File: src/shared/irq_unit_pkg.sv
// Shared constants and carrier types for the two-level vectored interrupt unit
package irq_unit_pkg;
    localparam int               NUM_SRC      = 15;         // Sources, fixed order 0..14
    localparam logic [15:0]      VEC_BASE     = 16'h0003;   // Vector of order 0
    localparam logic [15:0]      VEC_STEP     = 16'h0008;   // Spacing between vectors
    localparam logic [15:0]      VEC_RESET    = 16'h0000;   // Reset vector, top priority
    localparam int               GLOBAL_BIT   = 7;          // Global enable in basic enable reg
    localparam logic [14:0]      AUTO_CLR_MSK = 15'h000F;   // Ext 0, timer 0, ext 1, timer 1
    localparam logic [14:0]      PRIO_RST     = 15'h0000;   // All sources low after reset
    localparam int               DETECT_CYC   = 1;          // Cycles to detect a request
    localparam int               CALL_CYC     = 4;          // Cycles of the long call
    localparam int               MIN_RESP     = DETECT_CYC + CALL_CYC;
    localparam int               RETURN_FROM_IRQ_CYC     = 5;
    localparam int               DIV_CYC      = 8;
    localparam int               MAX_RESP     = DETECT_CYC + RETURN_FROM_IRQ_CYC + DIV_CYC + CALL_CYC;

    // Request presented to the core
    typedef struct packed {
        logic        valid;     // Request line
        logic        high;      // Winning level
        logic [3:0]  index;     // Winning source order number
        logic [15:0] vector;    // Long-call target
    } irq_req_t;

    // Whole state of the controller
    typedef struct packed {
        logic [14:0] pending;   // Pending flags
        logic        svcLow;    // Low-level routine in service
        logic        svcHigh;   // High-level routine in service
        logic        holdOff;   // One instruction must finish after return
        irq_req_t    req;       // Registered request
    } irq_state_t;
endpackage : irq_unit_pkg

File: src/logic/irq_vector_unit.sv
// Two-level vectored interrupt controller for an 8-bit core
`timescale 1ns/10ps

// Operation
// Source event sets pending flag regardless of enable
// Enabled pending flag raises request for long call
// Global enable zero blocks every source
// Each source has own enable; disabled ignored
// Ext and timer 0/1 flags clear on vectoring
// Flag still set after return re-requests
// Software write of one acts as event
// Two levels; high preempts low only
// Per-source priority bit, low after reset
// Higher level wins, then lowest order number
// Requests sampled and decoded every cycle
// Detect in one cycle, call takes four
// One instruction completes after return first
// Worst response bounded to eighteen cycles
// Equal or higher in service holds requests
// After exit highest pending is served next
// Fixed vectors eight bytes apart from 0x0003
// Return ends in-service state of current level
// Global enable is bit 7, overrides masks
// Request, vector, level out; acknowledge marks service
module irq_vector_unit #(
    parameter int NSRC = irq_unit_pkg::NUM_SRC   // Number of sources
) (
    // Clock and reset
    input  wire logic                     clk,
    input  wire logic                     arst_n,
    // Peripheral flag sources, one-cycle event pulses
    input  wire logic [NSRC-1:0]          srcEvent,
    // Software access to the pending flags
    input  wire logic [NSRC-1:0]          swSet,
    input  wire logic [NSRC-1:0]          swClear,
    // Enable and priority configuration
    input  wire logic [7:0]               basic_enable_reg,
    input  wire logic [7:0]               extended_enable_reg,
    input  wire logic [NSRC-1:0]          priorityHigh,
    // Core handshake
    input  wire logic                     irqAck,
    input  wire logic                     returnDone,
    input  wire logic                     instrDone,
    output irq_unit_pkg::irq_req_t        irqReq,
    // Status back to software
    output logic [NSRC-1:0]               pendingFlags,
    output logic                          inServiceLow,
    output logic                          inServiceHigh
);

    // Whole state, current and next
    irq_unit_pkg::irq_state_t state_reg;
    irq_unit_pkg::irq_state_t state_next;

    // Combined per-source enable and eligible set
    logic [14:0] enableMask;     // Individual enables in order
    logic        globalEn;       // Global enable bit
    logic [14:0] eligible;       // Enabled and pending
    logic [14:0] eligHigh;       // Eligible at high level
    logic [14:0] eligLow;        // Eligible at low level
    logic        winValid;       // Some source may be served now
    logic        winHigh;        // Level of the winner
    logic [3:0]  winIndex;       // Order number of the winner
    logic [14:0] clrOnVector;    // Hardware clear on vectoring

    // Enable map: basic reg bits 0..6 are orders 0..6, extended bits 0..7 orders 7..14
    assign globalEn   = basic_enable_reg[irq_unit_pkg::GLOBAL_BIT];
    assign enableMask = {extended_enable_reg, basic_enable_reg[6:0]};

    // Eligibility, recomputed every cycle from the live flags
    always_comb begin
        eligible = state_reg.pending & enableMask & {15{globalEn}};     // see R3
        eligHigh = eligible & priorityHigh[14:0];
        eligLow  = eligible & ~priorityHigh[14:0];
    end

    // Priority decode: high level first, lowest order number within a level
    always_comb begin
        logic [14:0] pick;
        pick     = '0;
        winHigh  = 1'b0;
        winIndex = 4'h0;
        winValid = 1'b0;
        // A high routine is never preempted; a low one only by high
        if (!state_reg.svcHigh && (eligHigh != 15'h0000)) begin        // see R8
            pick    = eligHigh;
            winHigh = 1'b1;
        end else if (!state_reg.svcHigh && !state_reg.svcLow) begin
            pick    = eligLow;
        end
        // Lowest set bit wins; loop runs downward so smallest index lands last
        for (int i = 14; i >= 0; i--) begin
            if (pick[i]) begin
                winIndex = 4'(i);
                winValid = 1'b1;
            end
        end
        // No new request while the post-return instruction is pending
        if (state_reg.holdOff) begin
            winValid = 1'b0;
        end
    end

    // Next-state logic
    always_comb begin
        state_next  = state_reg;
        clrOnVector = '0;
        // Flags auto-cleared when the core acknowledges the vector
        if (irqAck && state_reg.req.valid) begin
            clrOnVector[state_reg.req.index] =
                irq_unit_pkg::AUTO_CLR_MSK[state_reg.req.index];
        end
        // Set wins over clear, so an event in the clearing cycle is kept
        state_next.pending = (state_reg.pending & ~swClear[14:0] & ~clrOnVector)
                           | srcEvent[14:0] | swSet[14:0];                // see R1
        // Acknowledge marks the winning level in service
        if (irqAck && state_reg.req.valid) begin
            if (state_reg.req.high) begin
                state_next.svcHigh = 1'b1;
            end else begin
                state_next.svcLow  = 1'b1;
            end
        end else if (returnDone) begin
            // Return ends the most recent level only
            if (state_reg.svcHigh) begin
                state_next.svcHigh = 1'b0;
            end else begin
                state_next.svcLow  = 1'b0;
            end
            state_next.holdOff = 1'b1;
        end
        // Hold-off ends when the following instruction completes
        if (state_reg.holdOff && instrDone && !returnDone) begin
            state_next.holdOff = 1'b0;
        end
        // Request register: one detect cycle, dropped once taken
        state_next.req.valid  = winValid && !(irqAck && state_reg.req.valid); // see R2
        state_next.req.high   = winHigh;
        state_next.req.index  = winIndex;
        state_next.req.vector = irq_unit_pkg::VEC_BASE
                              + (16'(winIndex) * irq_unit_pkg::VEC_STEP);
    end

    // State register; all flags clear and levels low after reset
    always_ff @(posedge clk or negedge arst_n) begin
        if (!arst_n) begin
            state_reg            <= '0;
            state_reg.req.vector <= irq_unit_pkg::VEC_RESET;
        end else begin
            state_reg <= state_next;
        end
    end

    // Outputs come straight from the state register
    assign irqReq        = state_reg.req;
    assign pendingFlags  = state_reg.pending;
    assign inServiceLow  = state_reg.svcLow;
    assign inServiceHigh = state_reg.svcHigh;

    // An event on source 3 always lands in its flag
    chk_event_sets_flag: assert property (@(posedge clk) disable iff (!arst_n)
        srcEvent[3] |=> pendingFlags[3]) else $error("event lost");

    // Global disable keeps request low
    chk_global_blocks: assert property (@(posedge clk) disable iff (!arst_n)
        !basic_enable_reg[7] |=> !irqReq.valid) else $error("request while disabled");

    // Disabled source never wins
    chk_disabled_src: assert property (@(posedge clk) disable iff (!arst_n)
        irqReq.valid |-> enableMask[irqReq.index]) else $error("disabled source won");

    // Auto-cleared source drops its flag on ack
    chk_auto_clear: assert property (@(posedge clk) disable iff (!arst_n)
        (irqAck && irqReq.valid && irqReq.index == 4'h1 && !srcEvent[1] && !swSet[1])
        |=> !pendingFlags[1]) else $error("timer flag not cleared");

    // High routine never preempted
    chk_no_high_preempt: assert property (@(posedge clk) disable iff (!arst_n)
        inServiceHigh |=> !irqReq.valid) else $error("high routine preempted");

    // Low in service admits only high requests
    chk_low_hold: assert property (@(posedge clk) disable iff (!arst_n)
        (inServiceLow && $past(inServiceLow)) && irqReq.valid |-> irqReq.high)
        else $error("equal level served");

    // Vector matches index
    chk_vector_map: assert property (@(posedge clk) disable iff (!arst_n)
        irqReq.valid |-> irqReq.vector == 16'h0003 + {9'h000, irqReq.index, 3'h0})
        else $error("bad vector");

    // Eligible request seen within one cycle
    chk_detect_one: assert property (@(posedge clk) disable iff (!arst_n)
        (winValid && !irqAck) |=> irqReq.valid) else $error("slow detect");

    // Return blocks requests until the next instruction
    chk_return_hold: assert property (@(posedge clk) disable iff (!arst_n)
        returnDone ##1 !instrDone |=> !irqReq.valid) else $error("early re-entry");

    // Return clears a level
    chk_return_ends: assert property (@(posedge clk) disable iff (!arst_n)
        (returnDone && !irqAck && inServiceHigh) |=> !inServiceHigh)
        else $error("service not ended");

    // Ordering of the handshake as the core sees it:
    // request stands until acknowledged, then drops on the next edge,
    // the level stays in service until the return, and one more
    // instruction must finish before the next request may appear.
    // The properties below pin down each step except the level staying in service.

    // Per-source flag checks; one copy of each property per order number
    for (genvar g = 0; g < irq_unit_pkg::NUM_SRC; g++) begin : gen_flag_chk
        // Hardware event lands in its flag on the next edge
        chk_flag_on_event: assert property (@(posedge clk) disable iff (!arst_n)
            srcEvent[g] |=> pendingFlags[g]) else $error("event flag not set");

        // Software write of one acts like an event
        chk_flag_on_write: assert property (@(posedge clk) disable iff (!arst_n)
            swSet[g] |=> pendingFlags[g]) else $error("written flag not set");

        // Flag stays set until software or the auto clear drops it
        chk_flag_holds: assert property (@(posedge clk) disable iff (!arst_n)
            pendingFlags[g] && !swClear[g]
            && !(irqAck && irqReq.valid && (irqReq.index == 4'(g))
            && irq_unit_pkg::AUTO_CLR_MSK[g]) |=> pendingFlags[g])
            else $error("flag dropped on its own");

        // Flag never rises without an event or a write
        chk_flag_no_spurious: assert property (@(posedge clk) disable iff (!arst_n)
            !pendingFlags[g] && !srcEvent[g] && !swSet[g] |=> !pendingFlags[g])
            else $error("flag rose on its own");

        // Auto-cleared sources drop their flag once vectored
        chk_flag_auto_clr: assert property (@(posedge clk) disable iff (!arst_n)
            irqAck && irqReq.valid && (irqReq.index == 4'(g))
            && irq_unit_pkg::AUTO_CLR_MSK[g] && !srcEvent[g] && !swSet[g]
            |=> !pendingFlags[g]) else $error("vectored flag kept");
    end

    // Taken request drops so one vectoring yields one long call
    chk_ack_drops: assert property (@(posedge clk) disable iff (!arst_n)
        irqAck && irqReq.valid |=> !irqReq.valid) else $error("request kept after ack");

    // Acknowledge of a high winner marks high in service
    chk_ack_high: assert property (@(posedge clk) disable iff (!arst_n)
        irqAck && irqReq.valid && irqReq.high |=> inServiceHigh)
        else $error("high level not marked");

    // Acknowledge of a low winner marks low in service
    chk_ack_low: assert property (@(posedge clk) disable iff (!arst_n)
        irqAck && irqReq.valid && !irqReq.high |=> inServiceLow)
        else $error("low level not marked");

    // High service starts only through an acknowledge
    chk_high_by_ack: assert property (@(posedge clk) disable iff (!arst_n)
        !inServiceHigh && !(irqAck && irqReq.valid && irqReq.high) |=> !inServiceHigh)
        else $error("high level set without ack");

    // Low service starts only through an acknowledge
    chk_low_by_ack: assert property (@(posedge clk) disable iff (!arst_n)
        !inServiceLow && !(irqAck && irqReq.valid && !irqReq.high) |=> !inServiceLow)
        else $error("low level set without ack");

    // Return with no high routine open closes the low one
    chk_return_low: assert property (@(posedge clk) disable iff (!arst_n)
        (returnDone && !(irqAck && irqReq.valid) && !inServiceHigh) |=> !inServiceLow)
        else $error("low service not ended");

    // Request that is not taken stands while its source stays eligible
    chk_req_stands: assert property (@(posedge clk) disable iff (!arst_n)
        irqReq.valid && !irqAck && !returnDone && !state_reg.holdOff
        && eligible[irqReq.index] |=> irqReq.valid)
        else $error("request withdrawn");

    // Nothing eligible means no request on the next edge
    chk_idle_no_req: assert property (@(posedge clk) disable iff (!arst_n)
        (eligible == 15'h0000) |=> !irqReq.valid) else $error("request with no source");

    // A low winner means no high source was eligible
    chk_high_first: assert property (@(posedge clk) disable iff (!arst_n)
        irqReq.valid && !irqReq.high |-> ($past(eligHigh) == 15'h0000))
        else $error("low served over high");

    // High winner has no eligible high source of smaller order
    chk_order_high: assert property (@(posedge clk) disable iff (!arst_n)
        irqReq.valid && irqReq.high
        |-> (($past(eligHigh) & ((15'h0001 << irqReq.index) - 15'h0001)) == 15'h0000))
        else $error("high order skipped");

    // Low winner has no eligible low source of smaller order
    chk_order_low: assert property (@(posedge clk) disable iff (!arst_n)
        irqReq.valid && !irqReq.high
        |-> (($past(eligLow) & ((15'h0001 << irqReq.index) - 15'h0001)) == 15'h0000))
        else $error("low order skipped");

    // Winner order stays inside the source table
    chk_index_range: assert property (@(posedge clk) disable iff (!arst_n)
        irqReq.valid |-> (irqReq.index <= 4'hE)) else $error("index past table");

    // Vector stays between the first and the last table entry
    chk_vector_range: assert property (@(posedge clk) disable iff (!arst_n)
        irqReq.valid |-> (irqReq.vector inside {[16'h0003:16'h0073]}))
        else $error("vector outside table");

    // Request only follows a cycle with the global enable set
    chk_global_needed: assert property (@(posedge clk) disable iff (!arst_n)
        irqReq.valid |-> $past(basic_enable_reg[7])) else $error("request without global");

    // Low routine is preempted by an eligible high source
    chk_high_preempts: assert property (@(posedge clk) disable iff (!arst_n)
        state_reg.svcLow && !state_reg.svcHigh && !state_reg.holdOff
        && (eligHigh != 15'h0000) && !(irqAck && irqReq.valid)
        |=> irqReq.valid && irqReq.high) else $error("high not let through");

    // Hold-off is raised only by a return
    chk_hold_by_return: assert property (@(posedge clk) disable iff (!arst_n)
        !state_reg.holdOff && !returnDone |=> !state_reg.holdOff)
        else $error("hold-off without return");

    // Return arms the hold-off for one instruction
    chk_return_arms: assert property (@(posedge clk) disable iff (!arst_n)
        returnDone && !(irqAck && irqReq.valid) |=> state_reg.holdOff)
        else $error("hold-off not armed");

    // No request may appear while the hold-off stands
    chk_hold_blocks: assert property (@(posedge clk) disable iff (!arst_n)
        state_reg.holdOff |=> !irqReq.valid) else $error("request during hold-off");

    // Hold-off ends with the instruction after the return
    chk_hold_ends: assert property (@(posedge clk) disable iff (!arst_n)
        state_reg.holdOff && instrDone && !returnDone |=> !state_reg.holdOff)
        else $error("hold-off stuck");

    // Once free, a waiting source is requested one edge later; the core's
    // own timing then keeps the whole response within its bound
    chk_resume_bound: assert property (@(posedge clk) disable iff (!arst_n)
        (state_reg.holdOff && instrDone && !returnDone) ##1
        ((eligible != 15'h0000) && !inServiceHigh && !inServiceLow)
        |=> irqReq.valid) else $error("late request after return");

    // First request after a quiet spell takes one detect cycle
    chk_min_resp: assert property (@(posedge clk) disable iff (!arst_n)
        (eligible != 15'h0000) && !state_reg.svcHigh && !state_reg.svcLow
        && !state_reg.holdOff && !irqReq.valid |=> irqReq.valid)
        else $error("detect took too long");

endmodule : irq_vector_unit

File: config.mk
export PLATFORM = sky130hd
export DESIGN_NAME = irq_vector_unit
export DESIGN_NICKNAME = d
export VERILOG_FILES = /design/src/shared/irq_unit_pkg.sv /design/src/logic/irq_vector_unit.sv
export SDC_FILE = /design/constraint.sdc
export NUM_CORES = 1
export LEC_CHECK = 0
export BUFFER_PORTS_ARGS = -buffer_cell sky130_fd_sc_hd__buf_2
export CAP_MARGIN = 20
export CORE_MARGIN = 8
export CORE_UTILIZATION = 35
export CTS_BUF_LIST = sky130_fd_sc_hd__clkbuf_4 sky130_fd_sc_hd__clkbuf_8
export CTS_CLUSTER_DIAMETER = 100
export DETAILED_ROUTE_END_ITERATION = 8
export PLACE_DENSITY_LB_ADDON = 0.25
export SLEW_MARGIN = 20
export SYNTH_ARGS = -nofsm -noshare
export SYNTH_HDL_FRONTEND = slang
export SYNTH_SLANG_ARGS = --single-unit
File: constraint.sdc
create_clock -name clk -period 7.98 [get_ports clk]
set_clock_uncertainty 0.2 [all_clocks]
set_input_delay 0.399 -clock clk [delete_from_list [all_inputs] [get_ports clk]]
set_output_delay 0.399 -clock clk [all_outputs]
set_load 0.05 [all_outputs]
Word level (Yosys, flattened, before mapping)
Memory sizes are Yosys's and may differ from the RTL's.
Cells that the tools add are included.
{"block": "op_classes", "shift": 0, "n_div": 0, "eq_ne": 4, "magnitude_cmp": 2, "muxes": 45, "multipliers": 0, "addsub": 1, "bitwise": 12, "reduce_logical": 17}
{"cell": "$and A15 B15 Y15", "count": 7}
{"cell": "$mux W4", "count": 15}
{"cell": "$mux W15", "count": 3}
{"cell": "$not A15 Y15", "count": 3}
{"cell": "$or A15 B15 Y15", "count": 2}
{"cell": "$mux W1", "count": 24}
{"cell": "$reduce_bool A15 Y1", "count": 1}
{"cell": "$add A2 B7 Y8 const A", "count": 1}
{"cell": "$logic_and A1 B1 Y1", "count": 7}
{"cell": "$lt A4 B5 Y1 const B", "count": 1}
{"cell": "$demux W1 S4", "count": 1}
{"cell": "$ge A4 B1 Y1 const B", "count": 1}
{"cell": "$logic_not A1 Y1", "count": 4}
{"cell": "$ne A2 B1 Y1 const B", "count": 2}
{"cell": "$ne A2 B2 Y1 const B", "count": 2}
{"cell": "$reduce_and A2 Y1", "count": 2}
{"cell": "$reduce_bool A2 Y1", "count": 2}
{"cell": "$mux W3", "count": 1}
{"cell": "$reduce_and A3 Y1", "count": 1}
{"cell": "$mux W2", "count": 1}
{"block": "totals", "word_cells": 90, "latchBits": 0, "mem_bits_ro": 16, "ramBits": 0, "memories": 1, "reg_bits": 32}
{"name": "(no name shown)", "words": 16, "word_bits": 1, "read_ports": 1, "rd_ports_with_merged_regs": 0, "wr": 0, "line": "irq_vector_unit.sv:111", "text": "irq_unit_pkg::AUTO_CLR_MSK[state_reg.req.index];"}

Logic depth before layout (Yosys ltp)
Gate-level depths: netlist (run 1).
{"block": "depth", "depth_word": 23, "depth_mapped": 8, "mapped_depth_nobuf": 8}

Worst setup path after synthesis (run 1)
No wires, ideal clock.
{"block": "synth_timing", "path_type": "input-to-reg", "from": "in basic_enable_reg[0]", "to": "reg state_reg, in the netlist irqReq[21]", "n_path_buf": 0, "path_slack_ps": 5299, "arrival_time_ps": 2352, "stages": 7, "required_ps": 7651, "setup_ps": 129, "path_cell_list": "and3_1 > or4_4 > o21ai_2 > o22ai_1 > or2_1 > or3_1 > o41a_1"}
{"element": "from (decl)", "line": "irq_vector_unit.sv:37", "text": "input wire logic [7:0] basic_enable_reg,"}
{"element": "to (signal assigned)", "line": "irq_vector_unit.sv:150", "text": "state_reg <= state_next;"}
{"element": "to (decl)", "line": "irq_vector_unit.sv:52", "text": "irq_unit_pkg::irq_state_t state_reg;"}

==> PnR_summary.wiki, run 1 <==
{| class="wikitable"
! Metric !! Value
|-
| Number of placed I/O pins || 120
|-
| Kind of end point of the critical path || flop
|-
| Worst-case hold slack || roughly 0.09 ns
|-
| Part of the cycle the worst path needs || 0.367
|-
| Number of different library cells in the post-synthesis netlist || 44
|-
| Clock sinks || 25
|-
| Detailed-route vias per instance || 4.80
|-
| Most frequent cells in the layout || buf_2, nor2_1, dfrtp_1, nand3_1
|-
| Number of synthesized register bits || 25
|-
| Cells after synthesis || roughly 230
|-
| Clock-pin slew on the worst setup and hold paths || about 0.09 ns
|-
| Mapped cell area || ~1900 µm²
|-
| PD cells || between 150 and 200 nW/µm²
|-
| Fmax || 341 MHz
|-
| Post-DR wirelength/cell || between 10 and 15 µm
|-
| Via count of the first global-routing pass || a little under 2000
|-
| Crit path cell chain || nand3_1, nand4_1, nor4_1, nand2_1, mux2i_1, a2bb2oi_1, nand4bb_1, o41a_1
|-
| Count of final hold-check violations || 0
|-
| Gr usage total || 0.142
|-
| Top_reg_cell synth || dfrtp_1
|-
| Largest fanout of any net on the critical path || 5
|-
| Remaining design rule violation count || 0
|-
| Initial antenna violation count || 0
|-
| Proportion of register bits with asynchronous set or reset after synthesis || 1.00
|-
| Antenna diode count || 0
|-
| Setup CP Type || flop to flop
|-
| Run status || finished, final reports clean
|-
| Die boundary width || between 80 and 90 µm
|-
| Tightest Pin Transition || around 0.87 ns
|-
| Path category of the worst min-delay check || input pin to flop
|-
| Starting utilization of the core area || 0.365
|-
| Maximum capacitance violations || 0
|-
| Final std cell area, no fill || ~2300 µm²
|-
| Flip-flop count of the largest register, all copies and words added || 15
|-
| Worst min-delay path startpoint || swClear[14]
|-
| Mean cell area of the mapped netlist || around 8.1 µm²
|-
| Final Slew Violations || 0
|-
| Synth Warn # || 0
|-
| Die Area || about 7900 µm²
|-
| CTS tree || done
|-
| Cell chosen for the clock root || clkbuf_8
|-
| H-Tree Depth || 1
|-
| R2r startpoint || pendingFlags[4]
|-
| Layout cell share with drive strength beyond 1 || 0.371
|-
| CP Launch Type || flop
|-
| Area post-placement || between 2000 and 2500 µm²
|-
| Core footprint || 5110 µm²
|-
| Unrepaired setup endpoints after global routing || false
|-
| Area growth from synthesis to layout || 23.7%
|-
| Gates resized, CTS repair || 0
|-
| PortBufs || around 110
|-
| Area used by multi-input combinational logic || around 920 µm²
|-
| Detailed-route via count || approximately 1800
|-
| Setup slack at placement || around 5.0 ns
|-
| Number of fillers in the final layout || just over 500
|-
| Beginning of the critical path || pendingFlags[4]
|-
| FF+latch area || 626 µm²
|-
| First-pass GRT wire length || about 8.8 mm
|-
| P_leak || ~1.2 nW
|-
| Insertion delay of the later-clocked pin in the worst-skew pair || roughly 0.27 ns
|-
| Pre-antenna DRT Iters || 4
|-
| DRT Wirelength || between 5 and 6 mm
|-
| Maximum number of pins on one net before global-route repair || 26
|-
| Total setup violations reported at the end of the flow || 0
|-
| Required time at the endpoint of the critical path || just under 8 ns
|-
| Total congestion overflow || 0
|-
| Worst-case headroom to the max-slew limit || 0.418
|-
| Slowest stage delay, CP || ~0.5 ns
|-
| Most frequent standard cell in the layout excluding fill and tap cells || buf_2
|-
| Number of synthesized flops with an enable pin || 0
|-
| Tmin final || just under 3 ns
|-
| Estimated wirelength of the detail-placed design || 4.87 mm
|-
| Aggregate negative setup slack || 0 ns
|-
| Critical-path top delay cell || nor4_1
|-
| Worst-case vdd ir drop || just over 0.06 mV
|-
| Post-layout worst setup margin || slightly above 5 ns
|-
| Arrival time at the worst endpoint || between 2 and 3 ns
|-
| Total number of placement rows || 26
|-
| Routability-driven placement congestion ratio || approximately 0.86
|-
| TritonCTS buffer count || 3
|-
| Initial DRC Count || between 60 and 70
|-
| Largest buffer count on any clock path || 2
|-
| Antenna-violating nets left || 0
|-
| Post-synthesis sequential area ratio || 0.336
|-
| Layout net count || about 400
|-
| Chip height || roughly 89 µm
|}
path summary, 6_finish.rpt:
check                                        end  slack [ns]  cells after the start
min in group asynchronous       pendingFlags[11]        0.46                      2
worst max-delay path                  irqReq[21]        5.05                      8
max in group asynchronous             irqReq[16]        6.73                      2
worst min register to register      inServiceLow        0.30                      1
worst min-delay path            pendingFlags[14]        0.09                      2
worst max register to register        irqReq[21]        5.05                      8
per-layer routing:
metal,up-vias,track usage,part of all wire
met5,-,0,0
li1,946,-,-
met2,74,0.243,0.49
met3,5,0.0368,0.084
met4,0,0.0453,0.012
met1,822,0.168,0.41
worst max-delay path, delay by kind of cell (launching register included):
kind	cells	cell delay [ns]
AND/OR/NAND/NOR	5	1.29
AO/OA/AOI/OAI	2	0.63
multiplexers	1	0.27
flip-flops	1	0.42
final cells by class:
cell class,instances,area share
multi-input combinational,160,0.402
sequential,25,0.272
timing repair buffer,110,0.241
tap,70,0.0380
inverter,16,0.0261
clock buffer,4,0.0212
per-stage QoR:
stage | cells | power [mW] | util
after CTS | 385 | 0.395 | 0.451
after detailed placement | 380 | 0.312 | 0.439
after floorplan | 240 | 0.284 | -
after global routing | 385 | 0.412 | 0.451
final | 385 | 0.388 | 0.451
after global placement | 380 | 0.311 | 0.439
cell usage after synthesis, types with 2 or more instances:
master	number	area share
o22ai_1	4	0.013
or3_1	3	0.010
nor2_1	26	0.052
nor4_1	3	0.010
nor2b_1	4	0.013
dfrtp_1	25	0.34
o21ai_0	16	0.043
nand2_1	11	0.022
and3_1	5	0.017
nand3b_1	5	0.020
nand2b_1	2	0.0067
nand4_1	6	0.020
conb_1	2	0.0040
nand3_1	21	0.056
a21oi_1	5	0.013
buf_4	37	0.15
a21boi_0	2	0.0081
o21bai_1	2	0.0081
a311o_1	3	0.016
o31ai_1	4	0.016
clkbuf_1	2	0.0040
o211ai_1	2	0.0081
nor3b_1	2	0.0081
inv_1	16	0.032
mux2i_1	4	0.022
power by group:
part | leakage (nW) | internal (mW) | switching [mW] | total (mW)
Combinational | 0.902 | 0.0481 | 0.111 | 0.159
Clock | 0.0262 | 0.0391 | 0.0402 | 0.0794
Sequential | 0.269 | 0.137 | 0.0128 | 0.150
Total | 1.20 | 0.225 | 0.164 | 0.388
what timing repair did:
| action | in CTS | in global routing |
|---|---|---|
| buffers inserted | 0 | 0 |
| hold buffers | 1 | 0 |
| hold endpoints to repair | 25 | 0 |
| setup endpoints to repair | 0 | 0 |
logic make-up (layout without fill, tap and decap cells):
kind of cell,count (synthesis),in the layout,synth area share
other cells,2,11,0.00403
compound gates,49,49,0.179
mux,4,4,0.0215
buf+inv,55,130,0.185
simple gates,96,96,0.274
flops,25,25,0.336
Power figures use the tool's default switching activity.
==> run 2: changes to the inputs <==
- ABC_AREA: unset -> 1
- clock period: 7.98 -> 3.05 ns (I/O delays scaled with it)
==> run 2 against run 1 <==
Sequential cell count did not move. Sequential power rose to 2.8 times the previous value. Core utilization rose by 3.0 points. Total power rose to 3.3 times the previous value. Non-clock buffer count rose by 32. Synthesized cell count rose by 30%. Register-to-register slack got worse by 4.4 ns. Critical path type unchanged. Largest cell class unchanged. Largest power group unchanged.
==> PnR_summary.wiki, run 2 <==
{| class="wikitable"
! Metric !! Value
|-
| Switching share of power || 0.481
|-
| Antenna-violating nets left || 0
|-
| Most frequent standard cell in the layout excluding fill and tap cells || buf_2
|-
| Largest fanout of any net on the critical path || 12
|-
| Cell chosen for the clock root || clkbuf_8
|-
| Clk pwr share || 0.167
|-
| Worst-case headroom to the max-slew limit || 0.615
|-
| Unrepaired setup endpoints after global routing || false
|-
| Insertion delay of the later-clocked pin in the worst-skew pair || between 0.2 and 0.3 ns
|-
| Final Slew Violations || 0
|-
| Path category of the worst min-delay check || input pin to flop
|-
| Mean cell area of the mapped netlist || a little under 7 µm²
|-
| Part of the cycle the worst path needs || 0.781
|-
| Xor/xnor share of the synthesized area || 0
|-
| Largest buffer count on any clock path || 2
|-
| Estimated wirelength of the detail-placed design || 4.71 mm
|-
| Internal power of the cells || around 0.67 mW
|-
| Top_reg_cell synth || dfrtp_1
|-
| Number of synthesized register bits || 25
|-
| Gr usage total || 0.138
|-
| Run status || finished, final reports clean
|-
| Main combinational cell family by area after synthesis || simple AND/OR/NAND/NOR gates
|-
| Most frequent cells in the layout || buf_2, inv_1, nor2_1, nand2_1, dlygate4sd3_1
|-
| Required time at the endpoint of the critical path || a little over 3 ns
|-
| CP dominant cell by count || nand2_1
|-
| Simple-gate share of the synthesized area || 0.328
|-
| Total setup violations reported at the end of the flow || 0
|-
| Die boundary width || just over 90 µm
|-
| First-pass GRT wire length || 9.86 mm
|-
| Mapped cell area || about 2000 µm²
|-
| Initial DRC Count || 61
|-
| Power share of the sequential group || 0.327
|-
| P_leak || 1.57 nW
|-
| Tmin final || around 2.4 ns
|-
| Starting utilization of the core area || 0.353
|-
| Core footprint || 5780 µm²
|-
| Pre-antenna DRT Iters || 5
|-
| Kind of end point of the critical path || flop
|-
| Die Area || 8530 µm²
|-
| Routability-driven placement congestion ratio || approximately 0.83
|-
| Detailed-route vias per instance || around 4.4
|-
| Maximum number of pins on one net before global-route repair || 32
|-
| Mux cell area share after synthesis || 0
|-
| Crit path max-delay family || simple AND/OR/NAND/NOR gates
|-
| Switching pwr || 0.617 mW
|-
| PD cells || 461 nW/µm²
|-
| Detailed-route via count || 2171
|-
| Area growth from synthesis to layout || 36.3%
|-
| Maximum capacitance violations || 0
|-
| Critical-path top delay cell || dfrtp_1
|-
| Post-DR wirelength/cell || 12.1 µm
|-
| Count of buffering cells on the critical path with inverters included || 1
|-
| Flip-flop count of the largest register, all copies and words added || 15
|-
| PortBufs || ~110
|-
| Complex-gate fraction of the synthesized area || 0.101
|-
| Setup CP Type || flop to flop
|-
| Adder and majority gate portion of the synthesized area || 0
|-
| Tightest Pin Transition || approximately 0.58 ns
|-
| Crit path cell chain || nand4_1, nand2_1, nor2_1, nand2_2, nor2_4, nand2_2, o21ai_0, inv_1, nand2_1, nand2_1, nand2_1, nand2_1, nand2_1, nand2_1, nand2_1, nand2_1, nand2_1, a21oi_2
|-
| Worst-case hold slack || 0.0590 ns
|-
| Number of different library cells in the post-synthesis netlist || 29
|-
| Cells after synthesis || 300
|-
| Post-synthesis sequential area ratio || 0.307
|-
| CP Launch Type || flop
|-
| Library cell with the largest summed area after synthesis || dfrtp_1
|-
| Clock-pin slew on the worst setup and hold paths || around 0.1 ns
|-
| Remaining design rule violation count || 0
|-
| Synth cell count leaders || inv_1, nor2_1, nand2_1
|-
| Fmax || 420 MHz
|-
| Layout net count || between 400 and 500
|-
| Count of final hold-check violations || 0
|-
| Aggregate negative setup slack || 0 ns
|-
| Synth Warn # || 0
|-
| DRT Wirelength || approximately 6 mm
|-
| Total number of placement rows || 28
|-
| Clock sinks || 25
|-
| Layout cell share with drive strength beyond 1 || 0.312
|-
| CTS tree || done
|-
| Library cell with the highest instance count after synthesis || inv_1
|-
| Area share of the largest cell type after synthesis || 0.307
|-
| TritonCTS buffer count || 3
|-
| Initial antenna violation count || 0
|-
| Arrival time at the worst endpoint || 2.36 ns
|-
| Gates resized, CTS repair || 0
|-
| Number of synthesized flops with an enable pin || 0
|-
| Antenna diode count || 0
|-
| Number of placed I/O pins || between 100 and 150
|-
| Relative contribution of combinational cells to total power || 0.506
|-
| Chip height || just over 90 µm
|-
| Total congestion overflow || 0
|-
| Worst-case vdd ir drop || a little under 0.3 mV
|-
| Synth area leaders || dfrtp_1, buf_4, inv_1, nor2_1, nand2_1
|-
| Slowest stage delay, CP || between 0.4 and 0.5 ns
|-
| Proportion of register bits with asynchronous set or reset after synthesis || 1.00
|-
| Via count of the first global-routing pass || around 2200
|-
| H-Tree Depth || 1
|}
## run 2: power by group through the flow
stage	registers [mW]	logic, mW	clock network (mW)
floorplan	0.441	0.523	0
detailed placement	0.425	0.620	0
global placement	0.424	0.613	0
CTS	0.418	0.652	0.226
global route	0.426	0.709	0.239
finish	0.419	0.649	0.215
## run 2: per-layer routing
metal | GRT usage | routed length, µm | up-vias
li1 | - | - | 1138
met1 | 0.161 | 2530 | 940
met2 | 0.237 | 2810 | 91
met3 | 0.0461 | 545 | 2
met4 | 0.0322 | 40 | 0
met5 | 0 | 0 | -
## run 2: cells by family (layout without fill, tap and decap cells)
kind of cell,after synthesis,count (layout)
AO/OA/AOI/OAI,35,35
other,2,11
AND/OR/NAND/NOR,138,138
buffers and inverters,100,205
flip-flops,25,25
## run 2: area by class of cell
class	instances	area (µm²)
sequential	25	626
multi-input combinational	184	915
tap	75	93.8
clock buffer	4	48.8
timing repair buffer	142	876
fill	599	3000
inverter	59	221
## run 2: stage by stage
stage	instance area, µm²	worst slack (ns)	instances	util	power [mW]
after floorplan	2070	0.981	309	-	0.964
after global routing	2780	0.383	489	0.481	1.37
final	2780	0.667	489	0.481	1.28
after CTS	2780	0.660	489	0.481	1.30
after detailed placement	2400	0.528	452	0.415	1.04
after global placement	2400	0.576	452	0.415	1.04
## run 2: worst register-to-register path, cell delays in order, from the launching register on
cell     delay (ns)
dfrtp_1        0.42
nand4_1        0.13
nand2_1        0.08
nor2_1         0.17
nand2_2        0.09
nor2_4         0.15
nand2_2        0.18
o21ai_0        0.30
inv_1          0.07
nand2_1        0.07
nand2_1        0.04
nand2_1        0.05
nand2_1        0.05
nand2_1        0.05
nand2_1        0.04
nand2_1        0.05
nand2_1        0.04
nand2_1        0.06
a21oi_2        0.05
## run 2: path summary, 6_finish.rpt
check	startpoint	to	slack, ns	cells past startpoint
setup reg to reg	pendingFlags[6]	irqReq[16]	0.67	18
setup / recovery	pendingFlags[6]	irqReq[16]	0.67	18
min in group asynchronous	arst_n	pendingFlags[3]	0.21	2
max in group asynchronous	arst_n	irqReq[20]	2.05	2
hold reg to reg	state_reg[22]	irqReq[21]	0.33	3
hold / removal	returnDone	inServiceHigh	0.06	4
## run 2: what timing repair did
item,CTS,global route
hold buffers,33,0
hold endpoints to repair,41,0
buffers inserted,0,0
